### src/shared/lsct_pkg.sv
// Package: register map, descriptor fields and states of the local cycle engine
//
// How it works
// - Burst only with burst enable and nonzero prefetch count
// - Ready input enable selects ready input or counts
// - Terminate input off: bursts capped at four words
// - Prefetch count enabled: 00 single, 4/8/16 words
// - Prefetch count disabled: read until transaction stopped
// - Read address-to-data waits 0-31 before first read
// - Read data-to-data waits 0-3 between burst reads
// - Data-to-address waits 0-3, bus not driven then
// - Write address-to-data waits 0-31, data driven throughout
// - Write data-to-data waits 0-3 between burst writes
// - Bus width field: 8, 16, 32 bits, reset 32
// - Byte ordering bit: 1 big, 0 little endian
// - Big endian lane mode picks upper or lower lanes
// - Read strobe delay, asserted only if within read waits
// - Write strobe delay, asserted only if within write waits
// - Write hold clocks after write strobe deasserts
package lsct_pkg;

    localparam int APB_AW = 8;
    localparam int FIFO_DEPTH = 4;

    // Register byte offsets
    localparam logic [APB_AW-1:0] REG_DESC = 8'h00;
    localparam logic [APB_AW-1:0] REG_ADDR = 8'h04;
    localparam logic [APB_AW-1:0] REG_CMD = 8'h08;
    localparam logic [APB_AW-1:0] REG_STATUS = 8'h0C;
    localparam logic [APB_AW-1:0] REG_WDATA = 8'h10;
    localparam logic [APB_AW-1:0] REG_RDATA = 8'h14;

    // Descriptor fields
    localparam int D_BURST_EN = 0;
    localparam int D_READY_EN = 1;
    localparam int D_TERM_EN = 2;
    localparam int D_PF_CNT_LSB = 3;
    localparam int D_PF_EN = 5;
    localparam int D_RD_A2D_LSB = 6;
    localparam int D_RD_D2D_LSB = 11;
    localparam int D_D2A_LSB = 13;
    localparam int D_WR_A2D_LSB = 15;
    localparam int D_WR_D2D_LSB = 20;
    localparam int D_WIDTH_LSB = 22;
    localparam int D_BIG_END = 24;
    localparam int D_LANE_HI = 25;
    localparam int D_RD_SDLY_LSB = 26;
    localparam int D_WR_SDLY_LSB = 28;
    localparam int D_WR_HOLD_LSB = 30;
    localparam logic [31:0] DESC_RESET = 32'h0080_0000;

    // Command fields
    localparam int C_START = 0;
    localparam int C_WRITE = 1;
    localparam int C_STOP = 2;
    localparam int C_LEN_LSB = 4;
    localparam int C_BE_LSB = 8;

    // Bus width codes
    localparam logic [1:0] WIDTH_8 = 2'h0;
    localparam logic [1:0] WIDTH_16 = 2'h1;

    // Burst and prefetch lengths in words
    localparam logic [4:0] TERM_OFF_MAX_BEATS = 5'h04;
    localparam logic [4:0] PF_WORDS_0 = 5'h01;
    localparam logic [4:0] PF_WORDS_1 = 5'h04;
    localparam logic [4:0] PF_WORDS_2 = 5'h08;
    localparam logic [4:0] PF_WORDS_3 = 5'h10;

    typedef enum logic [2:0] {
        ST_IDLE,
        ST_ADDR,
        ST_A2D,
        ST_DATA,
        ST_D2D,
        ST_HOLD,
        ST_D2A
    } lsct_state_e;

endpackage

### src/design/lsct_fifo.sv
// Module: small synchronous FIFO with valid/ready on both sides
module lsct_fifo #(
    parameter int WIDTH = 32,
    parameter int DEPTH = 4
) (
    input wire logic clk_sys,
    input wire logic sys_rst,
    input wire logic [WIDTH-1:0] inData,
    input wire logic inValid,
    output logic inReady,
    output logic [WIDTH-1:0] outData,
    output logic outValid,
    input wire logic outReady
);
    localparam int AW = (DEPTH > 1) ? $clog2(DEPTH) : 1;
    localparam int CW = $clog2(DEPTH + 1);
    localparam logic [AW-1:0] LAST = AW'(DEPTH - 1);
    localparam logic [CW-1:0] FULL = CW'(DEPTH);

    typedef struct packed {
        logic [DEPTH-1:0][WIDTH-1:0] mem;
        logic [AW-1:0] wp;
        logic [AW-1:0] rp;
        logic [CW-1:0] count;
    } lsct_fifo_s;

    lsct_fifo_s q, d;
    logic push, pop;

    ////////////////////////////////////////////////////////////////////////////////
    // Honest flags: full refuses pushes, empty shows no valid word
    assign inReady = q.count != FULL;
    assign outValid = q.count != '0;
    assign outData = q.mem[q.rp];
    assign push = inValid && inReady;
    assign pop = outValid && outReady;

    // Pointer wrap by compare so any depth works
    always_comb
    begin
        d = q;
        if (push)
        begin
            d.mem[q.wp] = inData;
            d.wp = (q.wp == LAST) ? '0 : q.wp + AW'(1);
        end
        if (pop)
        begin
            d.rp = (q.rp == LAST) ? '0 : q.rp + AW'(1);
        end
        d.count = q.count + CW'(push) - CW'(pop);
    end

    always_ff @(posedge clk_sys)
    begin
        if (sys_rst)
        begin
            q <= '0;
        end
        else
        begin
            q <= d;
        end
    end

endmodule

### src/design/lsct_local_cycle.sv
// Module: local bus cycle engine for one local space, with APB register access
//
// The APB interface to the registers and the register addresses were chosen for this implementation.
module lsct_local_cycle (
    input wire logic clk_sys,
    input wire logic sys_rst,
    input wire logic [lsct_pkg::APB_AW-1:0] paddr,
    input wire logic psel,
    input wire logic penable,
    input wire logic pwrite,
    input wire logic [31:0] pwdata,
    output logic [31:0] prdata,
    output logic pready,
    output logic pslverr,
    input wire logic [31:0] muxedLocalAddrDataBusIn,
    output logic [31:0] muxedLocalAddrDataBusOut,
    output logic muxedLocalAddrDataBusOe_n,
    output logic addrLatch,
    output logic rdStrobe_n,
    output logic wrStrobe_n,
    output logic [3:0] byteEnable_n,
    input wire logic localReadyInput_n,
    input wire logic burstTerminateInput_n
);
    import lsct_pkg::*;

    typedef struct packed {
        logic [31:0] desc;
        logic [31:0] baseAddr;
        logic [3:0] cmdLen;
        logic [3:0] cmdBe;
        logic busy;
        logic isWrite;
        logic stopReq;
        logic unlimited;
        logic strobeOk;
        lsct_state_e st;
        logic [4:0] left;
        logic [4:0] seg;
        logic [4:0] cnt;
        logic [2:0] cyc;
        logic [3:0] beSel;
        logic [31:0] curAddr;
        logic [31:0] busIn1;
        logic [31:0] busIn2;
        logic rdy1;
        logic rdy2;
        logic term1;
        logic term2;
        logic [31:0] busOut;
        logic busOe_n;
        logic ale;
        logic rdStb_n;
        logic wrStb_n;
        logic [3:0] be_n;
        logic [31:0] rdReg;
    } lsct_ctl_s;

    lsct_ctl_s q, d;

    logic [31:0] wrFifoData, rdFifoData, rdPushData;
    logic wrFifoInReady, wrFifoValid, wrPop, rdFifoReady, rdFifoValid, rdPush, rdPop;
    logic apbAccess, apbSetup, wrHit, mapped, fifoErr;
    logic [4:0] a2dWaits;
    logic [1:0] d2dWaits, d2aWaits, holdClks, strobeDly, busWidth;
    logic burstOk, readyOk, termHit, segFull, beatOk, more, contBurst, strobePhase, rdSettled;
    logic [2:0] addrInc;

    ////////////////////////////////////////////////////////////////////////////////
    // Lane placement helpers

    // Software word to bus lanes for the configured width and ordering
    function automatic logic [31:0] mapLanes(input logic [31:0] v, input logic [1:0] w,
                                             input logic big, input logic hi);
        logic [15:0] h;
        h = {v[7:0], v[15:8]};
        if (!big)
            return v;
        else if (w == WIDTH_8)
            return hi ? {v[7:0], 24'h00_0000} : {24'h00_0000, v[7:0]};
        else if (w == WIDTH_16)
            return hi ? {h, 16'h0000} : {16'h0000, h};
        else
            return {v[7:0], v[15:8], v[23:16], v[31:24]};
    endfunction

    // Bus lanes back to a right-aligned software word
    function automatic logic [31:0] unmapLanes(input logic [31:0] v, input logic [1:0] w,
                                               input logic big, input logic hi);
        logic [15:0] h;
        h = hi ? v[31:16] : v[15:0];
        if (w == WIDTH_8)
            return {24'h00_0000, (big && hi) ? v[31:24] : v[7:0]};
        else if (w == WIDTH_16)
            return big ? {16'h0000, h[7:0], h[15:8]} : {16'h0000, v[15:0]};
        else if (big)
            return {v[7:0], v[15:8], v[23:16], v[31:24]};
        else
            return v;
    endfunction

    ////////////////////////////////////////////////////////////////////////////////
    // Data buffers: APB writes fill one, local reads fill the other

    lsct_fifo #(.WIDTH(32), .DEPTH(FIFO_DEPTH)) wrFifo (
        .clk_sys(clk_sys),
        .sys_rst(sys_rst),
        .inData(pwdata),
        .inValid(wrHit),
        .inReady(wrFifoInReady),
        .outData(wrFifoData),
        .outValid(wrFifoValid),
        .outReady(wrPop)
    );

    lsct_fifo #(.WIDTH(32), .DEPTH(FIFO_DEPTH)) rdFifo (
        .clk_sys(clk_sys),
        .sys_rst(sys_rst),
        .inData(rdPushData),
        .inValid(rdPush),
        .inReady(rdFifoReady),
        .outData(rdFifoData),
        .outValid(rdFifoValid),
        .outReady(rdPop)
    );

    ////////////////////////////////////////////////////////////////////////////////
    // APB slave: zero wait states, errors on unmapped or blocked FIFO access
    assign apbAccess = psel && penable;
    assign apbSetup = psel && !penable;
    assign mapped = paddr inside {REG_DESC, REG_ADDR, REG_CMD, REG_STATUS, REG_WDATA, REG_RDATA};
    assign fifoErr = (pwrite && paddr == REG_WDATA && !wrFifoInReady)
                  || (!pwrite && paddr == REG_RDATA && !rdFifoValid);
    assign pready = 1'b1;
    assign pslverr = apbAccess && (!mapped || fifoErr);
    assign prdata = q.rdReg;
    assign wrHit = apbAccess && pwrite && paddr == REG_WDATA;
    assign rdPop = apbAccess && !pwrite && paddr == REG_RDATA && rdFifoValid;

    ////////////////////////////////////////////////////////////////////////////////
    // Descriptor decode for the cycle in progress
    assign a2dWaits = q.isWrite ? q.desc[D_WR_A2D_LSB +: 5] : q.desc[D_RD_A2D_LSB +: 5];
    assign d2dWaits = q.isWrite ? q.desc[D_WR_D2D_LSB +: 2] : q.desc[D_RD_D2D_LSB +: 2];
    assign d2aWaits = q.desc[D_D2A_LSB +: 2];
    assign holdClks = q.desc[D_WR_HOLD_LSB +: 2];
    assign strobeDly = q.isWrite ? q.desc[D_WR_SDLY_LSB +: 2] : q.desc[D_RD_SDLY_LSB +: 2];
    assign busWidth = q.desc[D_WIDTH_LSB +: 2];
    assign burstOk = q.desc[D_BURST_EN] && q.desc[D_PF_CNT_LSB +: 2] != 2'h0;
    assign readyOk = !q.desc[D_READY_EN] || !q.rdy2;
    assign termHit = q.desc[D_TERM_EN] && !q.term2;
    assign segFull = !q.desc[D_TERM_EN] && (q.seg + 5'h01) >= TERM_OFF_MAX_BEATS;
    // Write beats need a buffered word, read beats need room to store one
    assign beatOk = readyOk && (q.isWrite ? wrFifoValid : rdSettled && rdFifoReady);
    // Read data needs pin lag, partner reply and two sync flops before it is seen
    assign rdSettled = q.cnt >= 5'h05;
    assign more = !q.stopReq && (q.unlimited || q.left > 5'h01);
    assign contBurst = more && burstOk && !termHit && !segFull;
    assign addrInc = (busWidth == WIDTH_8) ? 3'h1 : (busWidth == WIDTH_16) ? 3'h2 : 3'h4;
    assign wrPop = q.st == ST_DATA && q.isWrite && beatOk;
    assign rdPush = q.st == ST_DATA && !q.isWrite && beatOk;
    assign rdPushData = unmapLanes(q.busIn2, busWidth, q.desc[D_BIG_END], q.desc[D_LANE_HI]);
    // Strobe only when its delay fits inside the address-to-data waits
    assign strobePhase = q.strobeOk && q.cyc >= {1'b0, strobeDly}
                      && q.st inside {ST_A2D, ST_DATA, ST_D2D};

    ////////////////////////////////////////////////////////////////////////////////
    // Registers, synchronisers, cycle sequencer and registered pin drive
    always_comb
    begin
        d = q;

        // Pins cross two flops before anything looks at them
        d.busIn1 = muxedLocalAddrDataBusIn;
        d.busIn2 = q.busIn1;
        d.rdy1 = localReadyInput_n;
        d.rdy2 = q.rdy1;
        d.term1 = burstTerminateInput_n;
        d.term2 = q.term1;

        // Read data captured in setup so it stands through the access phase
        if (apbSetup && !pwrite)
        begin
            case (paddr)
                REG_DESC: d.rdReg = q.desc;
                REG_ADDR: d.rdReg = q.baseAddr;
                REG_CMD: d.rdReg = {20'h0_0000, q.cmdBe, q.cmdLen, 4'h0};
                REG_STATUS: d.rdReg = {25'h000_0000, q.st, q.stopReq, rdFifoValid,
                                       !wrFifoInReady, q.busy};
                REG_RDATA: d.rdReg = rdFifoValid ? rdFifoData : 32'h0000_0000;
                default: d.rdReg = 32'h0000_0000;
            endcase
        end

        // Register writes; start is ignored while a transaction runs
        if (apbAccess && pwrite)
        begin
            case (paddr)
                REG_DESC: d.desc = pwdata;
                REG_ADDR: d.baseAddr = pwdata;
                REG_CMD:
                begin
                    d.cmdLen = pwdata[C_LEN_LSB +: 4];
                    d.cmdBe = pwdata[C_BE_LSB +: 4];
                    if (pwdata[C_STOP] && q.busy)
                        d.stopReq = 1'b1;
                    if (pwdata[C_START] && !q.busy)
                    begin
                        d.busy = 1'b1;
                        d.stopReq = 1'b0;
                        d.isWrite = pwdata[C_WRITE];
                        d.curAddr = q.baseAddr;
                        d.unlimited = 1'b0;
                        d.beSel = ~pwdata[C_BE_LSB +: 4];
                        if (pwdata[C_WRITE])
                            d.left = {1'b0, pwdata[C_LEN_LSB +: 4]} + 5'h01;
                        else if (!q.desc[D_PF_EN])
                        begin
                            d.unlimited = 1'b1;
                            d.beSel = 4'h0;
                        end
                        else
                        begin
                            // Count 00 reads only the requested bytes
                            case (q.desc[D_PF_CNT_LSB +: 2])
                                2'h0: d.left = PF_WORDS_0;
                                2'h1: d.left = PF_WORDS_1;
                                2'h2: d.left = PF_WORDS_2;
                                default: d.left = PF_WORDS_3;
                            endcase
                            if (q.desc[D_PF_CNT_LSB +: 2] != 2'h0)
                                d.beSel = 4'h0;
                        end
                    end
                end
                default: ;
            endcase
        end

        // Cycle counter from the start of each address phase, saturating
        d.cyc = (q.cyc == 3'h4) ? q.cyc : q.cyc + 3'h1;

        case (q.st)
            ST_IDLE:
            begin
                // A write waits for its first word so data is valid in the waits
                if (q.busy && (!q.isWrite || wrFifoValid))
                    d.st = ST_ADDR;
                else if (q.busy && q.stopReq)
                    d.busy = 1'b0;
            end
            ST_ADDR:
            begin
                d.seg = 5'h00;
                d.strobeOk = {3'h0, strobeDly} <= a2dWaits;
                d.cnt = 5'h01;
                d.st = (a2dWaits == 5'h00) ? ST_DATA : ST_A2D;
            end
            ST_A2D, ST_D2D:
            begin
                d.cnt = q.cnt + 5'h01;
                if (q.st == ST_A2D ? q.cnt >= a2dWaits : q.cnt >= {3'h0, d2dWaits})
                begin
                    d.st = ST_DATA;
                    d.cnt = 5'h01;
                end
            end
            ST_DATA:
            begin
                if (beatOk)
                begin
                    d.left = q.left - 5'h01;
                    d.seg = q.seg + 5'h01;
                    d.curAddr = q.curAddr + {29'h0000_0000, addrInc};
                    d.cnt = 5'h01;
                    if (contBurst)
                        d.st = (d2dWaits == 2'h0) ? ST_DATA : ST_D2D;
                    else if (q.isWrite && holdClks != 2'h0)
                        d.st = ST_HOLD;
                    else if (d2aWaits != 2'h0)
                        d.st = ST_D2A;
                    else
                    begin
                        d.st = more ? ST_IDLE : ST_IDLE;
                        d.busy = more;
                    end
                end
                else if (q.cnt != 5'h1F)
                    d.cnt = q.cnt + 5'h01;
            end
            ST_HOLD:
            begin
                d.cnt = q.cnt + 5'h01;
                if (q.cnt >= {3'h0, holdClks})
                begin
                    d.cnt = 5'h01;
                    d.st = (d2aWaits != 2'h0) ? ST_D2A : ST_IDLE;
                    if (d2aWaits == 2'h0)
                        d.busy = !q.stopReq && (q.unlimited || q.left != 5'h00);
                end
            end
            ST_D2A:
            begin
                d.cnt = q.cnt + 5'h01;
                if (q.cnt >= {3'h0, d2aWaits})
                begin
                    d.st = ST_IDLE;
                    d.busy = !q.stopReq && (q.unlimited || q.left != 5'h00);
                end
            end
            default: d.st = ST_IDLE;
        endcase
        if (d.st == ST_ADDR)
            d.cyc = 3'h0;

        // Pins follow the present state one clock later
        d.ale = q.st == ST_ADDR;
        d.busOe_n = !(q.st == ST_ADDR
                   || (q.isWrite && q.st inside {ST_A2D, ST_DATA, ST_D2D, ST_HOLD}));
        d.busOut = (q.st == ST_ADDR) ? q.curAddr
                 : mapLanes(wrFifoData, busWidth, q.desc[D_BIG_END], q.desc[D_LANE_HI]);
        d.rdStb_n = !(strobePhase && !q.isWrite);
        d.wrStb_n = !(strobePhase && q.isWrite);
        d.be_n = (q.st == ST_IDLE) ? 4'hF : q.beSel;
    end

    // One register stage holds every piece of state except the storage, pointers and counts of the two FIFOs
    always_ff @(posedge clk_sys)
    begin
        if (sys_rst)
        begin
            q <= '0;
            q.desc <= DESC_RESET;
            q.st <= ST_IDLE;
            q.busOe_n <= 1'b1;
            q.rdStb_n <= 1'b1;
            q.wrStb_n <= 1'b1;
            q.be_n <= 4'hF;
            q.rdy1 <= 1'b1;
            q.rdy2 <= 1'b1;
            q.term1 <= 1'b1;
            q.term2 <= 1'b1;
        end
        else
        begin
            q <= d;
        end
    end

    ////////////////////////////////////////////////////////////////////////////////
    // Local bus pins
    assign muxedLocalAddrDataBusOut = q.busOut;
    assign muxedLocalAddrDataBusOe_n = q.busOe_n;
    assign addrLatch = q.ale;
    assign rdStrobe_n = q.rdStb_n;
    assign wrStrobe_n = q.wrStb_n;
    assign byteEnable_n = q.be_n;

endmodule

### config.mk
export PLATFORM = sky130hd
export DESIGN_NAME = lsct_local_cycle
export DESIGN_NICKNAME = d
export VERILOG_FILES = /design/src/shared/lsct_pkg.sv /design/src/design/lsct_fifo.sv /design/src/design/lsct_local_cycle.sv
export SDC_FILE = /design/constraint.sdc
export NUM_CORES = 1
export LEC_CHECK = 0
export ABC_AREA = 1
export CAP_MARGIN = 40
export CORE_ASPECT_RATIO = 0.6
export CORE_MARGIN = 10
export CORE_UTILIZATION = 25
export DETAILED_ROUTE_END_ITERATION = 6
export DONT_BUFFER_PORTS = 1
export GPL_TIMING_DRIVEN = 0
export RECOVER_POWER = 25
export SYNTH_ARGS = -nofsm -noshare
export SYNTH_HDL_FRONTEND = slang
export SYNTH_SLANG_ARGS = --single-unit
### constraint.sdc
create_clock -name clk_sys -period 3.5 [get_ports clk_sys]
set_input_delay 0.175 -clock clk_sys [delete_from_list [all_inputs] [get_ports clk_sys]]
set_output_delay 0.175 -clock clk_sys [all_outputs]
set_load 0.01 [all_outputs]
==> results.txt, run 1 <==
* Post-route DRC: 1
* Total chip power: 14.1 mW
- Crit end category: register
- Fraction of synthesis flops using an asynchronous set or reset pin: 0%
* Startpoint kind of the worst setup timing path: register
- Critical path fanouts, max: 8
* Fraction of layout cells with a size suffix above 1: 9.20%
- Fin Hold WS: 36.3 ps
* Start of the worst register-to-register path: q[180]
- Run status: finished, violations left
- Timing would allow up to 298 MHz.
- Startpoint of the most critical hold path: paddr[2]
* Count of boundary I/O pins: 153
- The endpoint identified for the worst register-to-register timing path is wrFifo.q[2].
- Starting utilization of the core area: 25.3%
* Count of flip-flops with a built-in enable after synthesis: 0
* Total cell area at the placement stage: between 20000 and 30000 µm²
- Worst setup margin: 140 ps
* Clock Tree Root: sky130_fd_sc_hd__clkbuf_16
- Count of state elements after synthesis: 544
- Number of hold violations in the final report: 0
* Number of H-tree branching levels: 2
- Antenna violations before repair: 24
* Violations in the final reports: DRC
* Worst slack at placement: 110 ps
* Clock slew at reported path FFs: 70 ps
- The number of global-route vias before repair came to approximately 23000.
- In the final timing run, aggregate negative setup slack is 0 ps.
* Pin count of the biggest net entering global routing: 16
* Hold path depth: 4
* Worst-skew pair later-pin latency: 670 ps
- Mapped Nets: roughly 3600
- Setup repair after global routing missed its margin: no
- Row cnt: 91
- The number of clock buffers added by TritonCTS is 52.
- Total setup violations reported at the end of the flow: 0
* Share of synthesized area occupied by flip-flops and latches: 41.8%
* Number of buffers inserted by post-CTS setup repair: 0
- Cell leakage power: between 10 and 15 nW
- Buffers on Ports: 0
* Via density per instance: ~5
* Number of nets at the end of the flow: 3782
- Detail Route Antenna Nets: 0
- After routing the design area is a little over 30000 µm².
* Combined area of all synthesized cells: 26100 µm²
- In the final routed layout, each cell accounts on average for about 24 µm.
* Max IR drop VDD: 0.325 mV
- TritonCTS built the clock tree.
- Type of the worst setup path: register to register
* Number of max-capacitance violations reported: 0
* Synth warnings: 0
* Register-to-Register Path Depth: 17
* First-pass GRT wire length: between 150000 and 200000 µm
- GRT overflow: 0
* Worst hold path endpoint: prdata[5]
- Post-synthesis to final-layout area growth: 15.9%
- Syn_area_per_cell: 7.42 µm²
* Placed cell count: 4922
* Power per cell area: 468 nW/µm²
- Initial DRC Count: 4286
* Number of cells in the finished layout apart from fillers: 5098
- In this run the deepest clock path goes through 3 buffers.
- Post-Route Skew: 40.2 ps
- Counting every instance in the synthesized netlist gives 3512.
- Total number of vias: 26300
- Minimum clock period after layout: 3360 ps
* Number of distinct library cell variants in the gate-level netlist after synthesis: 59
- For this run, the leading register cell type out of synthesis is sky130_fd_sc_hd__dfxtp_1.
- Measured against its own limit, the worst slew margin works out to 33.5%.
* Data arrival, critical path: 3890 ps
- The congestion estimate from routability-driven global placement came to 0.999.
- The core region is between 100000 and 150000 µm².
- The pre-antenna-repair detailed-routing pass consisted of 7 iterations.
- Chip Height: around 270 µm
* Die extent in x: 437 µm
- After layout, the worst path uses ~96% of the clock period.
- TritonCTS sink count: 544
- The floorplan step defined a die boundary enclosing 118000 µm².
* Required time worst endpoint: 4030 ps
- For the pin with the worst max-slew slack, the measured transition is roughly 1000 ps.
* Routed WL: 121000 µm
- Worst hold path type: input pin to register
- Across all register-to-register paths, the minimum setup slack is 140 ps.
* Half-perimeter wire length of the detailed placement result: ~95000 µm
* Max-slew violation count: 0
- Final Core Density: 29.3%
- Tot GR Track Use: 19.4%
cell type report:
cell class              instances  area [µm²]
diodes                          9        22.5
plain buffers                 295        1300
clock buffers                  70        1430
clock inverters                21         327
fillers                     11200       72900
inverters                     459        1720
multi-input cells            2214       11900
flip-flops and latches        544       10900
well taps                    1395        1750
repair buffers                 91         883
flip-flops by register name, summed over array words and instances (netlist names), 2 cells and up:
name,count
busWidth,2
muxedLocalAddrDataBusOut,32
prdata,32
d2aWaits,2
holdClks,2
byteEnable_n,4
rdFifo.q,135
q,162
wrFifo.q,135
d,34
kinds of logic (layout without fill, tap and decap cells):
| group | count (synthesis) | count (layout) | synth area share (%) |
|---|---|---|---|
| AOI/OAI and AO/OA | 1078 | 1078 | 25.7 |
| and+or+nand+nor | 1069 | 1069 | 17.0 |
| xor gates and xnor gates | 19 | 19 | 0.638 |
| buffers and inverters | 754 | 936 | 12.6 |
| other | 1 | 10 | 0.0144 |
| muxes | 1 | 1 | 0.0384 |
| DFF | 544 | 544 | 41.8 |
| adders and majority gates | 46 | 46 | 2.29 |
report_power, final:
part / switching, mW / internal (mW) / leakage [nW]
clock: 2.77 / 3.33 / 0.849
combinational: 1.12 / 0.432 / 6.11
sequential: 0.128 / 6.35 / 4.40
critical path, cell delays in order, from the launching register on:
cell                      delay (ps)
sky130_fd_sc_hd__dfxtp_1         560
sky130_fd_sc_hd__inv_1           110
sky130_fd_sc_hd__ha_1            200
sky130_fd_sc_hd__nor2_1          100
sky130_fd_sc_hd__nand3_1         140
sky130_fd_sc_hd__nand3_1         140
sky130_fd_sc_hd__nand2_1          90
sky130_fd_sc_hd__nand2_1         220
sky130_fd_sc_hd__nor2_4          130
sky130_fd_sc_hd__nand2_2         270
sky130_fd_sc_hd__inv_1           130
sky130_fd_sc_hd__ha_1            310
sky130_fd_sc_hd__inv_1            50
sky130_fd_sc_hd__ha_1            130
sky130_fd_sc_hd__inv_1            50
sky130_fd_sc_hd__fa_1            380
sky130_fd_sc_hd__o21ai_0         170
sky130_fd_sc_hd__a21oi_1          60
synth_stat cells (all sizes together) (17+ instances only):
cell type / instances / area [µm²]
nand3: 94 / 508
nor2: 535 / 2090
clkbuf: 160 / 602
o21ai: 502 / 2520
nor3: 32 / 181
inv: 457 / 1720
nand4: 20 / 131
o211ai: 23 / 173
a31oi: 17 / 106
dfxtp: 544 / 10900
nand2: 375 / 1450
ha: 43 / 538
a211oi: 141 / 1700
a21oi: 305 / 1530
o22ai: 48 / 300
buf: 135 / 951
layout by cell type (no fill, tap or decap), types with 17 or more instances in the layout:
cell                            synthesis  layout
sky130_fd_sc_hd__o21ai_0              477     477
sky130_fd_sc_hd__a31oi_1               17      17
sky130_fd_sc_hd__o22ai_1               48      48
sky130_fd_sc_hd__dfxtp_1              544     544
sky130_fd_sc_hd__a21oi_1              304     304
sky130_fd_sc_hd__clkbuf_16              0      52
sky130_fd_sc_hd__ha_1                  43      43
sky130_fd_sc_hd__dlygate4sd3_1          0      68
sky130_fd_sc_hd__nor3_1                29      29
sky130_fd_sc_hd__nand2_1              368     367
sky130_fd_sc_hd__o211ai_1              23      23
sky130_fd_sc_hd__o21ai_1               24      24
sky130_fd_sc_hd__nand4_1               19      19
sky130_fd_sc_hd__clkbuf_1             159     241
sky130_fd_sc_hd__a211oi_2             128     128
sky130_fd_sc_hd__buf_2                 34      43
sky130_fd_sc_hd__nor2_1               523     525
sky130_fd_sc_hd__inv_1                441     443
sky130_fd_sc_hd__buf_6                 17      25
sky130_fd_sc_hd__nand3_1               88      88
routing by layer:
metal  routed length [µm]  track usage, %
met1                53400            28.3
met2                43000            23.5
met3                23000            11.5
met4                 1900            3.47
met5                  122               0
worst max path at each step:
stage / depth (start not counted) / to / slack (ps) / startpoint
floorplan: 17 / wrFifo.q[2] / 970 / q[180]
global placement: 8 / muxedLocalAddrDataBusOut[25] / 120 / q[196]
detailed placement: 17 / wrFifo.q[2] / 110 / q[180]
CTS: 17 / wrFifo.q[2] / 90 / q[180]
global route: 17 / wrFifo.q[2] / 5 / q[180]
finish: 17 / wrFifo.q[2] / 140 / q[180]
what timing repair did:
action / 4_1_cts / 5_1_grt
setup endpoints to repair: 0 / 5
hold buffers: 68 / 0
hold endpoints to repair: 187 / 0
resized for setup: 0 / 2
(Power assumes the default switching activity.)
==> run 2: changes to the inputs <==
CORE_MARGIN = 2   (was 10)
==> results.txt, run 2 (synthesis gave the netlist of run 1 again) <==
* Run status: completed
* Clock tree from TritonCTS: built
* Summed area of non-filler cells in the final layout: 30500 µm²
* CP most frequent cell: sky130_fd_sc_hd__inv_1
- Data arrival, critical path: 3910 ps
- Switching component of the power: 4.07 mW
* Post-route DRC: 0
* Final Core Density: 29.6%
- Per report_power, the sequential group accounts for 44.3% of the total.
- Setup TNS: 0 ps
- Tot GR Track Use: 21.7%
- The kind of cell with the highest combined delay along the critical path is simple AND/OR/NAND/NOR gates.
* Buffers on Ports: 0
- Worst-skew pair later-pin latency: 690 ps
- Stages on the worst setup path: 8
- Post-synthesis to final-layout area growth: 16.8%
- For this design the ratio of total power to cell area is 480 nW/µm².
* Max transition margin: ~22%
- Most flops, register: q
- RePlAce Congestion: 1.02
- Internal Dissipation: 10.5 mW
- For the final database, setup skew stands at 67.6 ps.
- Leaving out filler cells and counting taps, the final layout contains between 5000 and 6000.
- In this run the count of I/O pins placed on the die edge is 153.
- The initial utilization of the core area, before any placement, comes to 25.3%.
* Via density per instance: 5.13
- Total number of vias: 26200
- The die is 421 µm wide.
- Setup repair after global routing missed its margin: no
* Cell leakage power: 11.5 nW
- STA classifies the critical path endpoint as a register.
- Number of hold violations in the final report: 0
- Sequence of cells on the critical path: inv_1 -> nand2_1 -> nor2_1 -> inv_1 -> nor2_1 -> inv_1 -> clkbuf_1 -> o21ai_0
* Placed cell count: between 4000 and 5000
- Average wire per standard cell: approximately 24 µm
- Critical-path cell with the highest stage delay: sky130_fd_sc_hd__nor2_1
- Worst hold path type: input pin to register
- The floorplan step defined a die boundary enclosing 107000 µm².
- The first detailed-routing pass ran for 6 iterations.
- Minimum clock period after layout: 3420 ps
- The setup path with the least slack is of type register to register.
- Timing would allow up to 293 MHz.
- Critical path fanouts, max: 10
- Setup violations remaining at the end of the flow were counted as 0.
- The worst path uses between 90% and 100% of the clock period.
- In the final design database the tool counted ~3800 nets.
* Required time worst endpoint: 3990 ps
- Routed WL: 120000 µm
- After floorplanning, the core was divided into 91 placement rows.
- Antenna violations before repair: 14
* Total chip power: about 15 mW
- The tool flagged a number of max-cap violations equal to 0.
* Via count of the first global-routing pass: 22700
* GRT overflow: 0
- For the pin with the worst max-slew slack, the measured transition is approximately 1200 ps.
- Initial DRC Count: 4107
- Clock slew at reported path FFs: 70 ps
- The placed instances occupy a cell area of 28000 µm².
* TritonCTS Buffers: 52
* Pin count of the biggest net entering global routing: 16
- Switching fraction of total power: 27.9%
* Detail Route Antenna Nets: 0
- The register with the most flip-flops in the layout has 162 of them.
- Most common cell after layout, fill and taps aside: sky130_fd_sc_hd__dfxtp_1
- Worst setup margin: 81.6 ps
- TritonCTS sink count: 544
* Max IR drop VDD: 0.321 mV
- Register-to-Register Path Depth: 8
* Logic pwr share: 10.5%
- The largest registers in the layout are q: 162 flops, rdFifo.q: 135 flops, wrFifo.q: 135 flops.
- In this run the number of H-tree levels came out at 2.
- The region available for standard cell placement spans 103000 µm².
- Worst slack at placement: ~180 ps
- Half-perimeter wire length of the detailed placement result: 93500 µm
* Chip Height: 254 µm
* First-pass GRT wire length: approximately 170000 µm
* Clock Tree Root: sky130_fd_sc_hd__clkbuf_16
- The top cell types in the final layout, fill and taps aside, are sky130_fd_sc_hd__dfxtp_1, sky130_fd_sc_hd__nor2_1, sky130_fd_sc_hd__o21ai_0, sky130_fd_sc_hd__inv_1, sky130_fd_sc_hd__nand2_1.
- Fin Hold WS: approximately 75 ps
- Number of buffers inserted by post-CTS setup repair: 0
- Max Buffers Root-to-Sink: 3
* Filler Cells Inserted: 11100
* Longest individual stage delay on the worst path: 590 ps
- STA classifies the critical path startpoint as a register.
- Counting both buffers and inverters, the worst setup path holds a total of 4.
- Clock network fraction of total power: 45.2%
- Fraction of layout cells with a size suffix above 1: 9.54%
* Hold path depth: 4
- The max-slew violation count came to 0.
-- run 2: changes by cell type in the layout (fill, tap and decap cells not counted), moves of 3 or more --
cell,previous run,this run
sky130_fd_sc_hd__clkbuf_1,241,232
sky130_fd_sc_hd__buf_6,25,29
sky130_fd_sc_hd__dlygate4sd3_1,68,71
sky130_fd_sc_hd__clkinv_2,7,12
sky130_fd_sc_hd__clkbuf_8,6,10
sky130_fd_sc_hd__buf_2,43,37
sky130_fd_sc_hd__bufinv_16,6,10
-- run 2: timing repair --
action                                  in CTS  in global routing
endpoints found under the setup margin       0                  7
endpoints found under the hold margin      191                  0
hold buffers                                71                  0
resized for setup                            0                  1
-- run 2: power groups by stage --
| stage | clock network [mW] | logic [mW] | registers, mW |
|---|---|---|---|
| final | 6.61 | 1.53 | 6.47 |
| after global routing | 6.93 | 1.66 | 6.48 |
| after CTS | 6.67 | 1.54 | 6.47 |
| after detailed placement | 0 | 1.41 | 6.61 |
| after global placement | 0 | 1.37 | 6.61 |
| after floorplan | 0 | 0.923 | 6.56 |
-- run 2: final timing paths --
path                                from                           end  slack [ps]
worst min-delay path            paddr[2]                     prdata[9]          70
worst max-delay path              q[196]  muxedLocalAddrDataBusOut[28]          80
worst min register to register     d[95]                         q[95]         410
worst max register to register    q[196]  muxedLocalAddrDataBusOut[28]          80
-- run 2: worst reg2reg max path, cell delays in order (launching register included) --
cell and delay [ps]:
sky130_fd_sc_hd__dfxtp_1 330, sky130_fd_sc_hd__inv_1 230, sky130_fd_sc_hd__nand2_1 180, sky130_fd_sc_hd__nor2_1 590, sky130_fd_sc_hd__inv_1 380, sky130_fd_sc_hd__nor2_1 530
sky130_fd_sc_hd__inv_1 160, sky130_fd_sc_hd__clkbuf_1 380, sky130_fd_sc_hd__o21ai_0 510
-- run 2: final cells by class --
cell class                 count  area (µm²)  area share (%)
buffer                       294        1290            4.25
antenna                        9        22.5          0.0739
tap                         1395        1750            5.73
multi-input combinational   2214       11900            39.1
inverter                     459        1720            5.66
timing repair buffer          91         913            3.00
sequential                   544       10900            35.8
clock buffer                  67        1480            4.86
clock inverter                31         487            1.60
-- run 2: routing by layer --
metal / vias to the layer above / part of all wire [%] / global-route usage (%)
li1: 11800 / - / -
met1: 12500 / 45 / 32.5
met2: 1734 / 36 / 26.9
met3: 158 / 18 / 10.6
met4: 12 / 1.6 / 3.84
met5: - / 0.062 / 0
